--- config.mk ---
export PLATFORM = sky130hd
export DESIGN_NAME = mcsr_regs
export DESIGN_NICKNAME = d
export VERILOG_FILES = /design/src/hdl/mcsr_pkg.sv /design/src/hdl/mcsr_sync2.sv /design/src/hdl/mcsr_regs.sv
export SDC_FILE = /design/constraint.sdc
export NUM_CORES = 1
export LEC_CHECK = 0
export ABC_CLOCK_PERIOD_IN_PS = 3100
export BUFFER_PORTS_ARGS = -buffer_cell sky130_fd_sc_hd__buf_2
export CAP_MARGIN = 10
export CORE_UTILIZATION = 49
export CTS_CLUSTER_SIZE = 20
export DETAILED_ROUTE_END_ITERATION = 6
export PLACE_DENSITY = 0.79
export SYNTH_ARGS = -nofsm -noshare
export SYNTH_HDL_FRONTEND = slang
export SYNTH_HIERARCHICAL = 1
export SYNTH_SLANG_ARGS = --single-unit
--- constraint.sdc ---
create_clock -name clk -period 3.1 [get_ports clk]
set_input_delay 0.31 -clock clk [delete_from_list [all_inputs] [get_ports clk]]
set_output_delay 0.31 -clock clk [all_outputs]
set_load 0.02 [all_outputs]
--- src/hdl/mcsr_pkg.sv ---
// constants for the core control and status register bank
// assumes a single 40 MHz core clock and byte-wide cpu accesses
package mcsr_pkg;

	//////////////////////////////////////////////////////////////////////
	// addressing
	localparam logic [15:0] MCSR_OFS_MAILBOX = 16'h0051;
	localparam logic [15:0] MCSR_OFS_FLAGS   = 16'h0054;
	localparam logic [15:0] MCSR_OFS_CTRL    = 16'h0055;
	localparam logic [15:0] MCSR_IO_BIAS     = 16'h0020;
	localparam logic [15:0] MCSR_IO_LIMIT    = 16'h0040;
	localparam logic [15:0] MCSR_EXT_START   = 16'h0060;

	//////////////////////////////////////////////////////////////////////
	// reset values
	localparam logic [7:0] MCSR_RST_MAILBOX = 8'h20;
	localparam logic [7:0] MCSR_RST_FLAGS   = 8'h00;
	localparam logic [7:0] MCSR_RST_CTRL    = 8'h00;

	//////////////////////////////////////////////////////////////////////
	// field positions
	localparam int MCSR_MBX_DIRTY = 7;
	localparam int MCSR_CTL_JTD   = 7;
	localparam int MCSR_CTL_BROWNOUT_SLEEP_OFF  = 6;
	localparam int MCSR_CTL_BROWNOUT_SLEEP_UNLOCK = 5;
	localparam int MCSR_CTL_PUD   = 4;
	localparam int MCSR_CTL_VECTOR_TABLE_SELECT = 1;
	localparam int MCSR_CTL_VECTOR_CHANGE_UNLOCK  = 0;
	localparam int MCSR_FLG_JTAG  = 4;
	localparam int MCSR_FLG_WDOG  = 3;
	localparam int MCSR_FLG_BROWN = 2;
	localparam int MCSR_FLG_EXT   = 1;
	localparam int MCSR_FLG_POR   = 0;
	localparam int MCSR_CAUSES    = 5;

	//////////////////////////////////////////////////////////////////////
	// cycle counts
	localparam logic [2:0] MCSR_WINDOW_CYC    = 3'h4;
	localparam logic [2:0] MCSR_BROWNOUT_SLEEP_OFF_ARM_CYC  = 3'h3;
	localparam logic [2:0] MCSR_BROWNOUT_SLEEP_OFF_HOLD_CYC = 3'h3;
	localparam logic [2:0] MCSR_BROWNOUT_SLEEP_OFF_TOTAL    = 3'(MCSR_BROWNOUT_SLEEP_OFF_ARM_CYC + MCSR_BROWNOUT_SLEEP_OFF_HOLD_CYC);

	//////////////////////////////////////////////////////////////////////
	// vector change sequence
	typedef enum logic [2:0] {
		IV_IDLE = 3'h1,
		IV_OPEN = 3'h2,
		IV_TAIL = 3'h4
	} mcsr_iv_t;

endpackage

--- src/hdl/mcsr_sync2.sv ---
// two-stage synchroniser for a vector of independent levels
// assumes each bit is a slow level, not a multi-bit word
`timescale 1ns/100ps

module mcsr_sync2 #(
	parameter int WIDTH = 1
) (
	input  wire logic             clk,
	input  wire logic [WIDTH-1:0] asyncIn,
	output logic      [WIDTH-1:0] syncOut
);

	logic [WIDTH-1:0] meta_reg;
	logic [WIDTH-1:0] stable_reg;

	// no reset: the chain must keep sampling while the system reset is held
	always_ff @(posedge clk) begin
		meta_reg   <= asyncIn;
		stable_reg <= meta_reg;
	end

	assign syncOut = stable_reg;

endmodule // mcsr_sync2

--- src/hdl/mcsr_regs.sv ---
// core control and status registers: debug mailbox, control, reset causes
// assumes cpu strobes, instruction retire and debugger clear are on clk;
// reset cause levels come from pins or other domains and are synchronised
`timescale 1ns/100ps

module mcsr_regs
	import mcsr_pkg::*;
#(
	parameter bit          MBX_SHARED     = 1'b0,
	parameter int          PORT_BITS      = 8,
	parameter int          VEC_ADDR_W     = 15,
	parameter int          FLASH_WORDS    = 16384,
	parameter int          BOOT_MIN_WORDS = 256
) (
	input  wire logic                  clk,
	input  wire logic                  rst_n,
	input  wire logic [15:0]           cpuAddr,
	input  wire logic                  cpuIoSpace,
	input  wire logic                  cpuRead,
	input  wire logic                  cpuWrite,
	input  wire logic [7:0]            cpuWdata,
	output logic      [7:0]            cpuRdata,
	output logic                       cpuHit,
	output logic                       stdIoRoute,
	input  wire logic                  cpuInstrDone,
	input  wire logic                  sleepExec,
	input  wire logic                  debugEnableFuse,
	input  wire logic                  dbgAccessEnable,
	input  wire logic                  dbgClearDirty,
	output logic      [7:0]            dbgMailbox,
	output logic                       debugDataDirty,
	input  wire logic                  jtagAllowFuse,
	output logic                       jtagEnable,
	input  wire logic [MCSR_CAUSES-1:0] resetCauseRaw,
	input  wire logic [PORT_BITS-1:0]  pinDirectionBit,
	input  wire logic [PORT_BITS-1:0]  pinOutputBit,
	output logic      [PORT_BITS-1:0]  pullupEnable,
	output logic                       pullupGlobalDisable,
	input  wire logic [1:0]            bootSizeFuses,
	input  wire logic                  applicationLockBit,
	input  wire logic                  bootSectionLockBit,
	input  wire logic                  execInBoot,
	output logic      [VEC_ADDR_W-1:0] vectorBase,
	output logic                       vectorTableSelect,
	output logic                       irqBlock,
	output logic                       brownoutSleepOff,
	output logic                       brownoutDetectorOff
);

	//////////////////////////////////////////////////////////////////////
	// address decode

	// i/o space only reaches the low 64 locations, so extended ones stay data-space only
	function automatic logic decodeHit(input logic [15:0] addr, input logic io,
		input logic [15:0] ofs);
		logic [15:0] eff;
		eff = io ? 16'(addr + MCSR_IO_BIAS) : addr;
		if (io && addr >= MCSR_IO_LIMIT) begin
			return 1'b0;
		end
		return (eff == ofs) && (ofs < MCSR_EXT_START || !io);
	endfunction

	function automatic logic [VEC_ADDR_W-1:0] bootStart(input logic [1:0] fuses);
		int size;
		size = BOOT_MIN_WORDS << (2'h3 - fuses);
		return VEC_ADDR_W'(FLASH_WORDS - size);
	endfunction

	logic mbxSel;
	logic flagSel;
	logic ctrlSel;
	logic mbxVisible;
	logic mbxWr;
	logic flagWr;
	logic ctrlWr;

	always_comb begin
		mbxSel     = decodeHit(cpuAddr, cpuIoSpace, MCSR_OFS_MAILBOX);
		flagSel    = decodeHit(cpuAddr, cpuIoSpace, MCSR_OFS_FLAGS);
		ctrlSel    = decodeHit(cpuAddr, cpuIoSpace, MCSR_OFS_CTRL);
		mbxVisible = !MBX_SHARED || (debugEnableFuse && dbgAccessEnable);
		cpuHit     = (mbxSel && mbxVisible) || flagSel || ctrlSel;
		stdIoRoute = mbxSel && !mbxVisible && (cpuRead || cpuWrite);
		mbxWr      = cpuWrite && mbxSel && mbxVisible;
		flagWr     = cpuWrite && flagSel;
		ctrlWr     = cpuWrite && ctrlSel;
	end

	//////////////////////////////////////////////////////////////////////
	// debug mailbox

	logic [7:0] mbx_reg;
	logic [7:0] mbx_next;
	logic       dirty_reg;
	logic       dirty_next;

	always_comb begin
		mbx_next   = mbx_reg;
		dirty_next = dirty_reg;
		if (dbgClearDirty) begin
			dirty_next = 1'b0;
		end
		// a cpu write in the clearing cycle still leaves the flag set
		if (mbxWr) begin
			mbx_next   = cpuWdata;
			dirty_next = 1'b1;
		end
	end

	always_ff @(posedge clk) begin
		if (!rst_n) begin
			mbx_reg   <= MCSR_RST_MAILBOX;
			dirty_reg <= 1'b0;
		end else begin
			mbx_reg   <= mbx_next;
			dirty_reg <= dirty_next;
		end
	end

	assign dbgMailbox     = mbx_reg;
	assign debugDataDirty = dirty_reg;

	//////////////////////////////////////////////////////////////////////
	// jtag disable with double-write lock

	logic       jtd_reg;
	logic       jtd_next;
	logic       jtdPend_reg;
	logic       jtdPend_next;
	logic [2:0] jtdWin_reg;
	logic [2:0] jtdWin_next;

	always_comb begin
		jtd_next     = jtd_reg;
		jtdPend_next = jtdPend_reg;
		jtdWin_next  = (jtdWin_reg != 3'h0) ? 3'(jtdWin_reg - 3'h1) : 3'h0;
		if (ctrlWr) begin
			if (jtdWin_reg != 3'h0 && cpuWdata[MCSR_CTL_JTD] == jtdPend_reg) begin
				jtd_next    = jtdPend_reg;
				jtdWin_next = 3'h0;
			end else begin
				// late or different value only re-arms the lock
				jtdPend_next = cpuWdata[MCSR_CTL_JTD];
				jtdWin_next  = MCSR_WINDOW_CYC;
			end
		end
	end

	always_ff @(posedge clk) begin
		if (!rst_n) begin
			jtd_reg     <= MCSR_RST_CTRL[MCSR_CTL_JTD];
			jtdPend_reg <= 1'b0;
			jtdWin_reg  <= 3'h0;
		end else begin
			jtd_reg     <= jtd_next;
			jtdPend_reg <= jtdPend_next;
			jtdWin_reg  <= jtdWin_next;
		end
	end

	assign jtagEnable = !jtd_reg && jtagAllowFuse;

	//////////////////////////////////////////////////////////////////////
	// brown-out sleep disable

	logic       brownout_sleep_unlock_reg;
	logic       brownout_sleep_unlock_next;
	logic [2:0] bodWin_reg;
	logic [2:0] bodWin_next;
	logic [2:0] brownout_sleep_off_reg;
	logic [2:0] brownout_sleep_off_next;
	logic       bodsActive;
	logic       bodOff_reg;
	logic       bodOff_next;

	always_comb begin
		brownout_sleep_unlock_next  = brownout_sleep_unlock_reg;
		bodWin_next = (bodWin_reg != 3'h0) ? 3'(bodWin_reg - 3'h1) : 3'h0;
		brownout_sleep_off_next   = (brownout_sleep_off_reg != 3'h0) ? 3'(brownout_sleep_off_reg - 3'h1) : 3'h0;
		if (bodWin_reg == 3'h1) begin
			brownout_sleep_unlock_next = 1'b0;
		end
		if (ctrlWr) begin
			if (cpuWdata[MCSR_CTL_BROWNOUT_SLEEP_OFF] && cpuWdata[MCSR_CTL_BROWNOUT_SLEEP_UNLOCK]) begin
				brownout_sleep_unlock_next  = 1'b1;
				bodWin_next = MCSR_WINDOW_CYC;
			end else begin
				if (brownout_sleep_unlock_reg && cpuWdata[MCSR_CTL_BROWNOUT_SLEEP_OFF]) begin
					brownout_sleep_off_next = MCSR_BROWNOUT_SLEEP_OFF_TOTAL;
				end
				brownout_sleep_unlock_next  = 1'b0;
				bodWin_next = 3'h0;
			end
		end
		// effective only once the arming delay has run out
		bodsActive  = (brownout_sleep_off_reg != 3'h0) && (brownout_sleep_off_reg <= MCSR_BROWNOUT_SLEEP_OFF_HOLD_CYC);
		bodOff_next = sleepExec && bodsActive;
	end

	always_ff @(posedge clk) begin
		if (!rst_n) begin
			brownout_sleep_unlock_reg  <= MCSR_RST_CTRL[MCSR_CTL_BROWNOUT_SLEEP_UNLOCK];
			bodWin_reg <= 3'h0;
			brownout_sleep_off_reg   <= 3'h0;
			bodOff_reg <= 1'b0;
		end else begin
			brownout_sleep_unlock_reg  <= brownout_sleep_unlock_next;
			bodWin_reg <= bodWin_next;
			brownout_sleep_off_reg   <= brownout_sleep_off_next;
			bodOff_reg <= bodOff_next;
		end
	end

	assign brownoutSleepOff    = bodsActive;
	assign brownoutDetectorOff = bodOff_reg;

	//////////////////////////////////////////////////////////////////////
	// pull-up disable

	logic pud_reg;
	logic pud_next;

	always_comb begin
		pud_next = pud_reg;
		if (ctrlWr) begin
			pud_next = cpuWdata[MCSR_CTL_PUD];
		end
	end

	always_ff @(posedge clk) begin
		if (!rst_n) begin
			pud_reg <= MCSR_RST_CTRL[MCSR_CTL_PUD];
		end else begin
			pud_reg <= pud_next;
		end
	end

	assign pullupGlobalDisable = pud_reg;
	assign pullupEnable        = ~pinDirectionBit & pinOutputBit & {PORT_BITS{!pud_reg}};

	//////////////////////////////////////////////////////////////////////
	// interrupt vector select sequence

	mcsr_iv_t   ivState_reg;
	mcsr_iv_t   ivState_next;
	logic [2:0] ivCnt_reg;
	logic [2:0] ivCnt_next;
	logic       vector_table_select_reg;
	logic       vector_table_select_next;
	logic       vector_change_unlock_reg;
	logic       vector_change_unlock_next;
	logic       ivceSet;
	logic [VEC_ADDR_W-1:0] vecBase_reg;
	logic [VEC_ADDR_W-1:0] vecBase_next;

	always_comb begin
		ivState_next = ivState_reg;
		ivCnt_next   = (ivCnt_reg != 3'h0) ? 3'(ivCnt_reg - 3'h1) : 3'h0;
		vector_table_select_next   = vector_table_select_reg;
		vector_change_unlock_next    = vector_change_unlock_reg;
		ivceSet      = ctrlWr && cpuWdata[MCSR_CTL_VECTOR_CHANGE_UNLOCK];
		case (ivState_reg)
			IV_IDLE: begin
				if (ivceSet) begin
					ivState_next = IV_OPEN;
					ivCnt_next   = MCSR_WINDOW_CYC;
					vector_change_unlock_next    = 1'b1;
				end
			end
			IV_OPEN: begin
				if (ivceSet) begin
					ivCnt_next = MCSR_WINDOW_CYC;
				end else if (ctrlWr) begin
					vector_table_select_next   = cpuWdata[MCSR_CTL_VECTOR_TABLE_SELECT];
					vector_change_unlock_next    = 1'b0;
					ivState_next = IV_TAIL;
				end else if (ivCnt_reg == 3'h1) begin
					vector_change_unlock_next    = 1'b0;
					ivState_next = IV_IDLE;
				end
			end
			IV_TAIL: begin
				// the select write is followed by one more instruction under mask
				if (cpuInstrDone) begin
					ivState_next = IV_IDLE;
				end
			end
			default: begin
				ivState_next = IV_IDLE;
				vector_change_unlock_next    = 1'b0;
			end
		endcase
		vecBase_next = vector_table_select_reg ? bootStart(bootSizeFuses) : '0;
	end

	always_ff @(posedge clk) begin
		if (!rst_n) begin
			ivState_reg <= IV_IDLE;
			ivCnt_reg   <= 3'h0;
			vector_table_select_reg   <= MCSR_RST_CTRL[MCSR_CTL_VECTOR_TABLE_SELECT];
			vector_change_unlock_reg    <= MCSR_RST_CTRL[MCSR_CTL_VECTOR_CHANGE_UNLOCK];
			vecBase_reg <= '0;
		end else begin
			ivState_reg <= ivState_next;
			ivCnt_reg   <= ivCnt_next;
			vector_table_select_reg   <= vector_table_select_next;
			vector_change_unlock_reg    <= vector_change_unlock_next;
			vecBase_reg <= vecBase_next;
		end
	end

	assign vectorTableSelect = vector_table_select_reg;
	assign vectorBase        = vecBase_reg;

	// separate block line: the global enable bit stays with the core, untouched here
	always_comb begin
		irqBlock = (ivState_reg != IV_IDLE) || (ivState_reg == IV_IDLE && ivceSet);
		if (vector_table_select_reg && applicationLockBit && !execInBoot) begin
			irqBlock = 1'b1;
		end
		if (!vector_table_select_reg && bootSectionLockBit && execInBoot) begin
			irqBlock = 1'b1;
		end
	end

	//////////////////////////////////////////////////////////////////////
	// reset cause flags

	logic [MCSR_CAUSES-1:0] cause;
	logic [MCSR_CAUSES-1:0] flags_reg;
	logic [MCSR_CAUSES-1:0] flags_next;

	mcsr_sync2 #(
		.WIDTH   (MCSR_CAUSES)
	) u_causeSync (
		.clk     (clk),
		.asyncIn (resetCauseRaw),
		.syncOut (cause)
	);

	// flags must outlive the system reset, so rst_n does not clear them
	always_comb begin
		flags_next = flags_reg;
		if (flagWr) begin
			flags_next = flags_reg & cpuWdata[MCSR_CAUSES-1:0];
		end
		if (cause[MCSR_FLG_POR]) begin
			flags_next = MCSR_RST_FLAGS[MCSR_CAUSES-1:0];
		end
		// set wins over a software clear in the same cycle
		flags_next = flags_next | cause;
	end

	always_ff @(posedge clk) begin
		flags_reg <= flags_next;
	end

	//////////////////////////////////////////////////////////////////////
	// read data

	logic [7:0] rdata_reg;
	logic [7:0] rdata_next;

	always_comb begin
		rdata_next = rdata_reg;
		if (cpuRead) begin
			rdata_next = 8'h00;
			if (mbxSel && mbxVisible) begin
				rdata_next = {dirty_reg, mbx_reg[6:0]};
			end
			if (flagSel) begin
				rdata_next = {3'h0, flags_reg};
			end
			if (ctrlSel) begin
				rdata_next = {jtd_reg, brownout_sleep_off_reg != 3'h0, brownout_sleep_unlock_reg, pud_reg, 2'h0, vector_table_select_reg, vector_change_unlock_reg};
			end
		end
	end

	always_ff @(posedge clk) begin
		if (!rst_n) begin
			rdata_reg <= 8'h00;
		end else begin
			rdata_reg <= rdata_next;
		end
	end

	assign cpuRdata = rdata_reg;

endmodule // mcsr_regs

==> summary.md <==
| Metric | Value |
|---|---|
| Worst r2r src | jtdWin_reg[0] |
| Max Cap Violations | 0 |
| Setup TNS Final | 0 ns |
| Placed Cells | 493 |
| Nature of the critical path endpoint | primary output |
| Status | complete, no violations |
| CTS buffer count | 9 |
| Global-route wire length before repair | 11.5 mm |
| Worst hold path type | in -> reg |
| Maximum number of pins on one net before global-route repair | 36 |
| GP Congestion | 0.849 |
| PortBufs | 97 |
| Via count | 2702 |
| Fin. max-slew vios | 0 |
| Final clock skew | 0.00605 ns |
| Critical path endpoint | irqBlock |
| Register bit count reported by yosys | 61 |
| PD cells | 510 mW/mm^2 |
| Delay of the slowest critical-path stage | 0.55 ns |
| CORE AREA | 0.00564 mm^2 |
| H-tree level count | 3 |
| Yosys warnings | 6 |
| CP Launch Point | cpuAddr[5] |
| Worst path cell trace | buf_2 -> ha_1 -> a2111o_1 -> a2111oi_4 -> nand2_1 -> nor4_1 -> nand2_1 -> nand2_1 -> buf_2 |
| IO Pins | 109 |
| Final hold vios | 0 |
| Worst R2R End | jtd_reg |
| Final Power | 1880 uW |
| CP max-delay cell | nor4_1 |
| Synth Cell Area | 0.00295 mm^2 |
| Critical path arrival | 2.50 ns |
| Area grow syn2layout | 25.2% |
| Total gr overflow | 0 |
| Post-synth cell types | 51 |
| Syn_area_per_cell | 8.88 um^2 |
| Share of layout cells above drive strength 1 | 31.8% |
| Worst endpoint required time | 2.79 ns |
| Fill cells | 493 |
| Ys async rst share | 0% |
| Fmax | 356 MHz |
| FF-to-FF setup slack | 1.66 ns |
| Drt initial violations | 175 |
| Clock-pin slew on the worst setup and hold paths | 0.07 ns |
| Slew margin rel. | 58.8% |
| Initial Util | 52.3% |
| CTS tree | yes |
| CTS sink cnt | 61 |
| CP Class | in -> out |
| Layout Cells excl Fill | 509 |
| Final Cycle Share | 90.7% |
| Clock root cell | clkbuf_8 |
| Kind of cell adding the most delay to the critical path | simple AND/OR/NAND/NOR gates |
| Fin area | 0.00369 mm^2 |
| ANT cells | 0 |
| RSZ-0062 raised after global routing | no |
| Die W | 79.6 um |
| Path depth of the worst reg2reg path | 5 |
| Worst-Skew Late Latency | 0.34 ns |
| CP most frequent cell | nand2_1 |
| Max VDD drop | 0.000303 V |
| Actual slew at the worst max-slew pin | 0.619 ns |
| Most common cell after layout, fill and taps aside | buf_2 |
| Dpl hpwl | 5.17 mm |
| Crit path launch type | input port |
| Die Y | 79.6 um |
| ANT nets after route | 0 |
| Die area | 0.00633 mm^2 |
| Post-CTS sizing | 0 |
| TritonRoute pass-1 iters | 4 |
| Commonest non-fill, non-tap cells in the layout | buf_2, dfxtp_1, nand2_1 |
| Setup-failing EPs final | 0 |
| CP bufs+invs | 2 |
| Initial antenna violation count | 0 |
| Vias in the first global route | 2613 |
| Dominant synthesized flop cell | dfxtp_1 |
| Site Rows | 27 |
| Leakage | 0.00164 uW |
| GRT Overall Usage | 23.7% |
| Tmin final | 2.81 ns |
| Via/cell ratio | 5.31 |
| Hold-fix buffers at CTS | 0 |
| Area after DPL | 0.00347 mm^2 |
| # Post-CTS Setup Buffers | 0 |
| Mapped Cells | 332 |
| DR WL/cell | 13.6 um |
| Largest fanout on the critical path | 5 |
| Fin nets | 505 |
| Critical Path Stages | 9 |
| # DRC | 0 |
| Post-synth EDFFs | 0 |
| Sequential element share of the synthesized area | 41.4% |
| Total routed wirelength | 6.94 mm |
| Longest Clk Path Bufs | 2 |
-- cells by family (layout without fill, tap and decap cells) --
| logic type | Yosys count | after routing | synth area share, % |
|---|---|---|---|
| AO/OA/AOI/OAI | 52 | 52 | 13.2 |
| XOR/XNOR | 1 | 1 | 0.297 |
| adder cells (fa/ha/maj) | 12 | 12 | 5.09 |
| buffers and inverters | 41 | 138 | 6.75 |
| flip-flops | 61 | 61 | 41.4 |
| multiplexers | 17 | 17 | 6.07 |
| other | 1 | 9 | 0.127 |
| AND/OR/NAND/NOR | 147 | 147 | 27.0 |
-- worst register-to-register path: cells and delay by family (launching register included) --
family          cells  cell delay [ns]
flops               1             0.32
compound gates      2             0.50
buf+inv             1             0.04
fa+ha+maj           2             0.45
-- synthesized netlist by cell type (2+ instances only) --
library cell | number | area share [%]
dfxtp_1 | 61 | 41
nand2_1 | 37 | 4.7
nor2_1 | 24 | 3.1
inv_1 | 20 | 2.5
nand3_1 | 18 | 3.1
a21oi_1 | 15 | 2.5
nand2b_1 | 15 | 3.2
ha_1 | 12 | 5.1
buf_4 | 10 | 2.5
clkbuf_1 | 10 | 1.3
mux2i_1 | 10 | 3.4
nor3_1 | 9 | 1.5
nor3b_1 | 9 | 2.3
mux2_2 | 7 | 2.7
nor2b_1 | 7 | 1.5
a22o_1 | 5 | 1.5
nand4_1 | 5 | 1.1
a21boi_0 | 4 | 1.0
a31o_2 | 4 | 1.2
o21a_1 | 4 | 1.0
and3_1 | 3 | 0.64
nand4b_1 | 3 | 0.89
nor3_2 | 3 | 1.0
o21ai_0 | 3 | 0.51
a31oi_1 | 2 | 0.42
nand3b_1 | 2 | 0.51
nor4_2 | 2 | 0.85
nor4bb_1 | 2 | 0.68
o22ai_1 | 2 | 0.42
o311ai_0 | 2 | 0.59
or3_1 | 2 | 0.42
-- power by group --
part	switching (uW)	internal [uW]
combinational	147	112
sequential	18.0	816
clock	313	477
total	478	1410
-- metrics by stage --
stage               hold slack, ns  setup slack (ns)  utilization (%)
floorplan                    0.310             0.616                -
global placement             0.311             0.289             61.5
detailed placement           0.315             0.182             61.5
CTS                         0.0550             0.335             65.4
global route                0.0553            0.0855             65.4
finish                      0.0662             0.289             65.4
-- layout make-up --
class                   count  area (um^2)  share of cell area, %
clock buffers              11          141                   3.83
clock inverters             5         82.6                   2.24
inverters                  20         75.1                   2.03
multi-input cells         238         1560                   42.2
flip-flops and latches     61         1220                   33.1
well taps                  72         90.1                   2.44
repair buffers            102          523                   14.2
-- worst min-delay path by stage --
stage | from | end | slack [ns] | cells after the start
6_report | resetCauseRaw[1] | u_causeSync/meta_reg[1] | 0.07 | 1
5_1_grt | resetCauseRaw[4] | u_causeSync/meta_reg[4] | 0.06 | 1
2_1_floorplan | u_causeSync/meta_reg[0] | u_causeSync/syncOut[0] | 0.31 | 0
3_5_place_dp | u_causeSync/meta_reg[0] | u_causeSync/syncOut[0] | 0.31 | 0
3_3_place_gp | u_causeSync/meta_reg[3] | u_causeSync/syncOut[3] | 0.31 | 0
4_1_cts | resetCauseRaw[1] | u_causeSync/meta_reg[1] | 0.05 | 1
-- routing by layer --
layer  part of all wire [%]  vias to the layer above  global-route usage (%)  wire [um]
met4                    3.0                        0                    14.4        209
met5                      0                        -                       0          0
met1                     40                     1239                    25.7       2780
li1                       -                     1342                       -          -
met2                     51                      101                    42.1       3560
met3                    5.6                       20                    4.69        392
No activity file was read; power rests on OpenSTA's default activity.
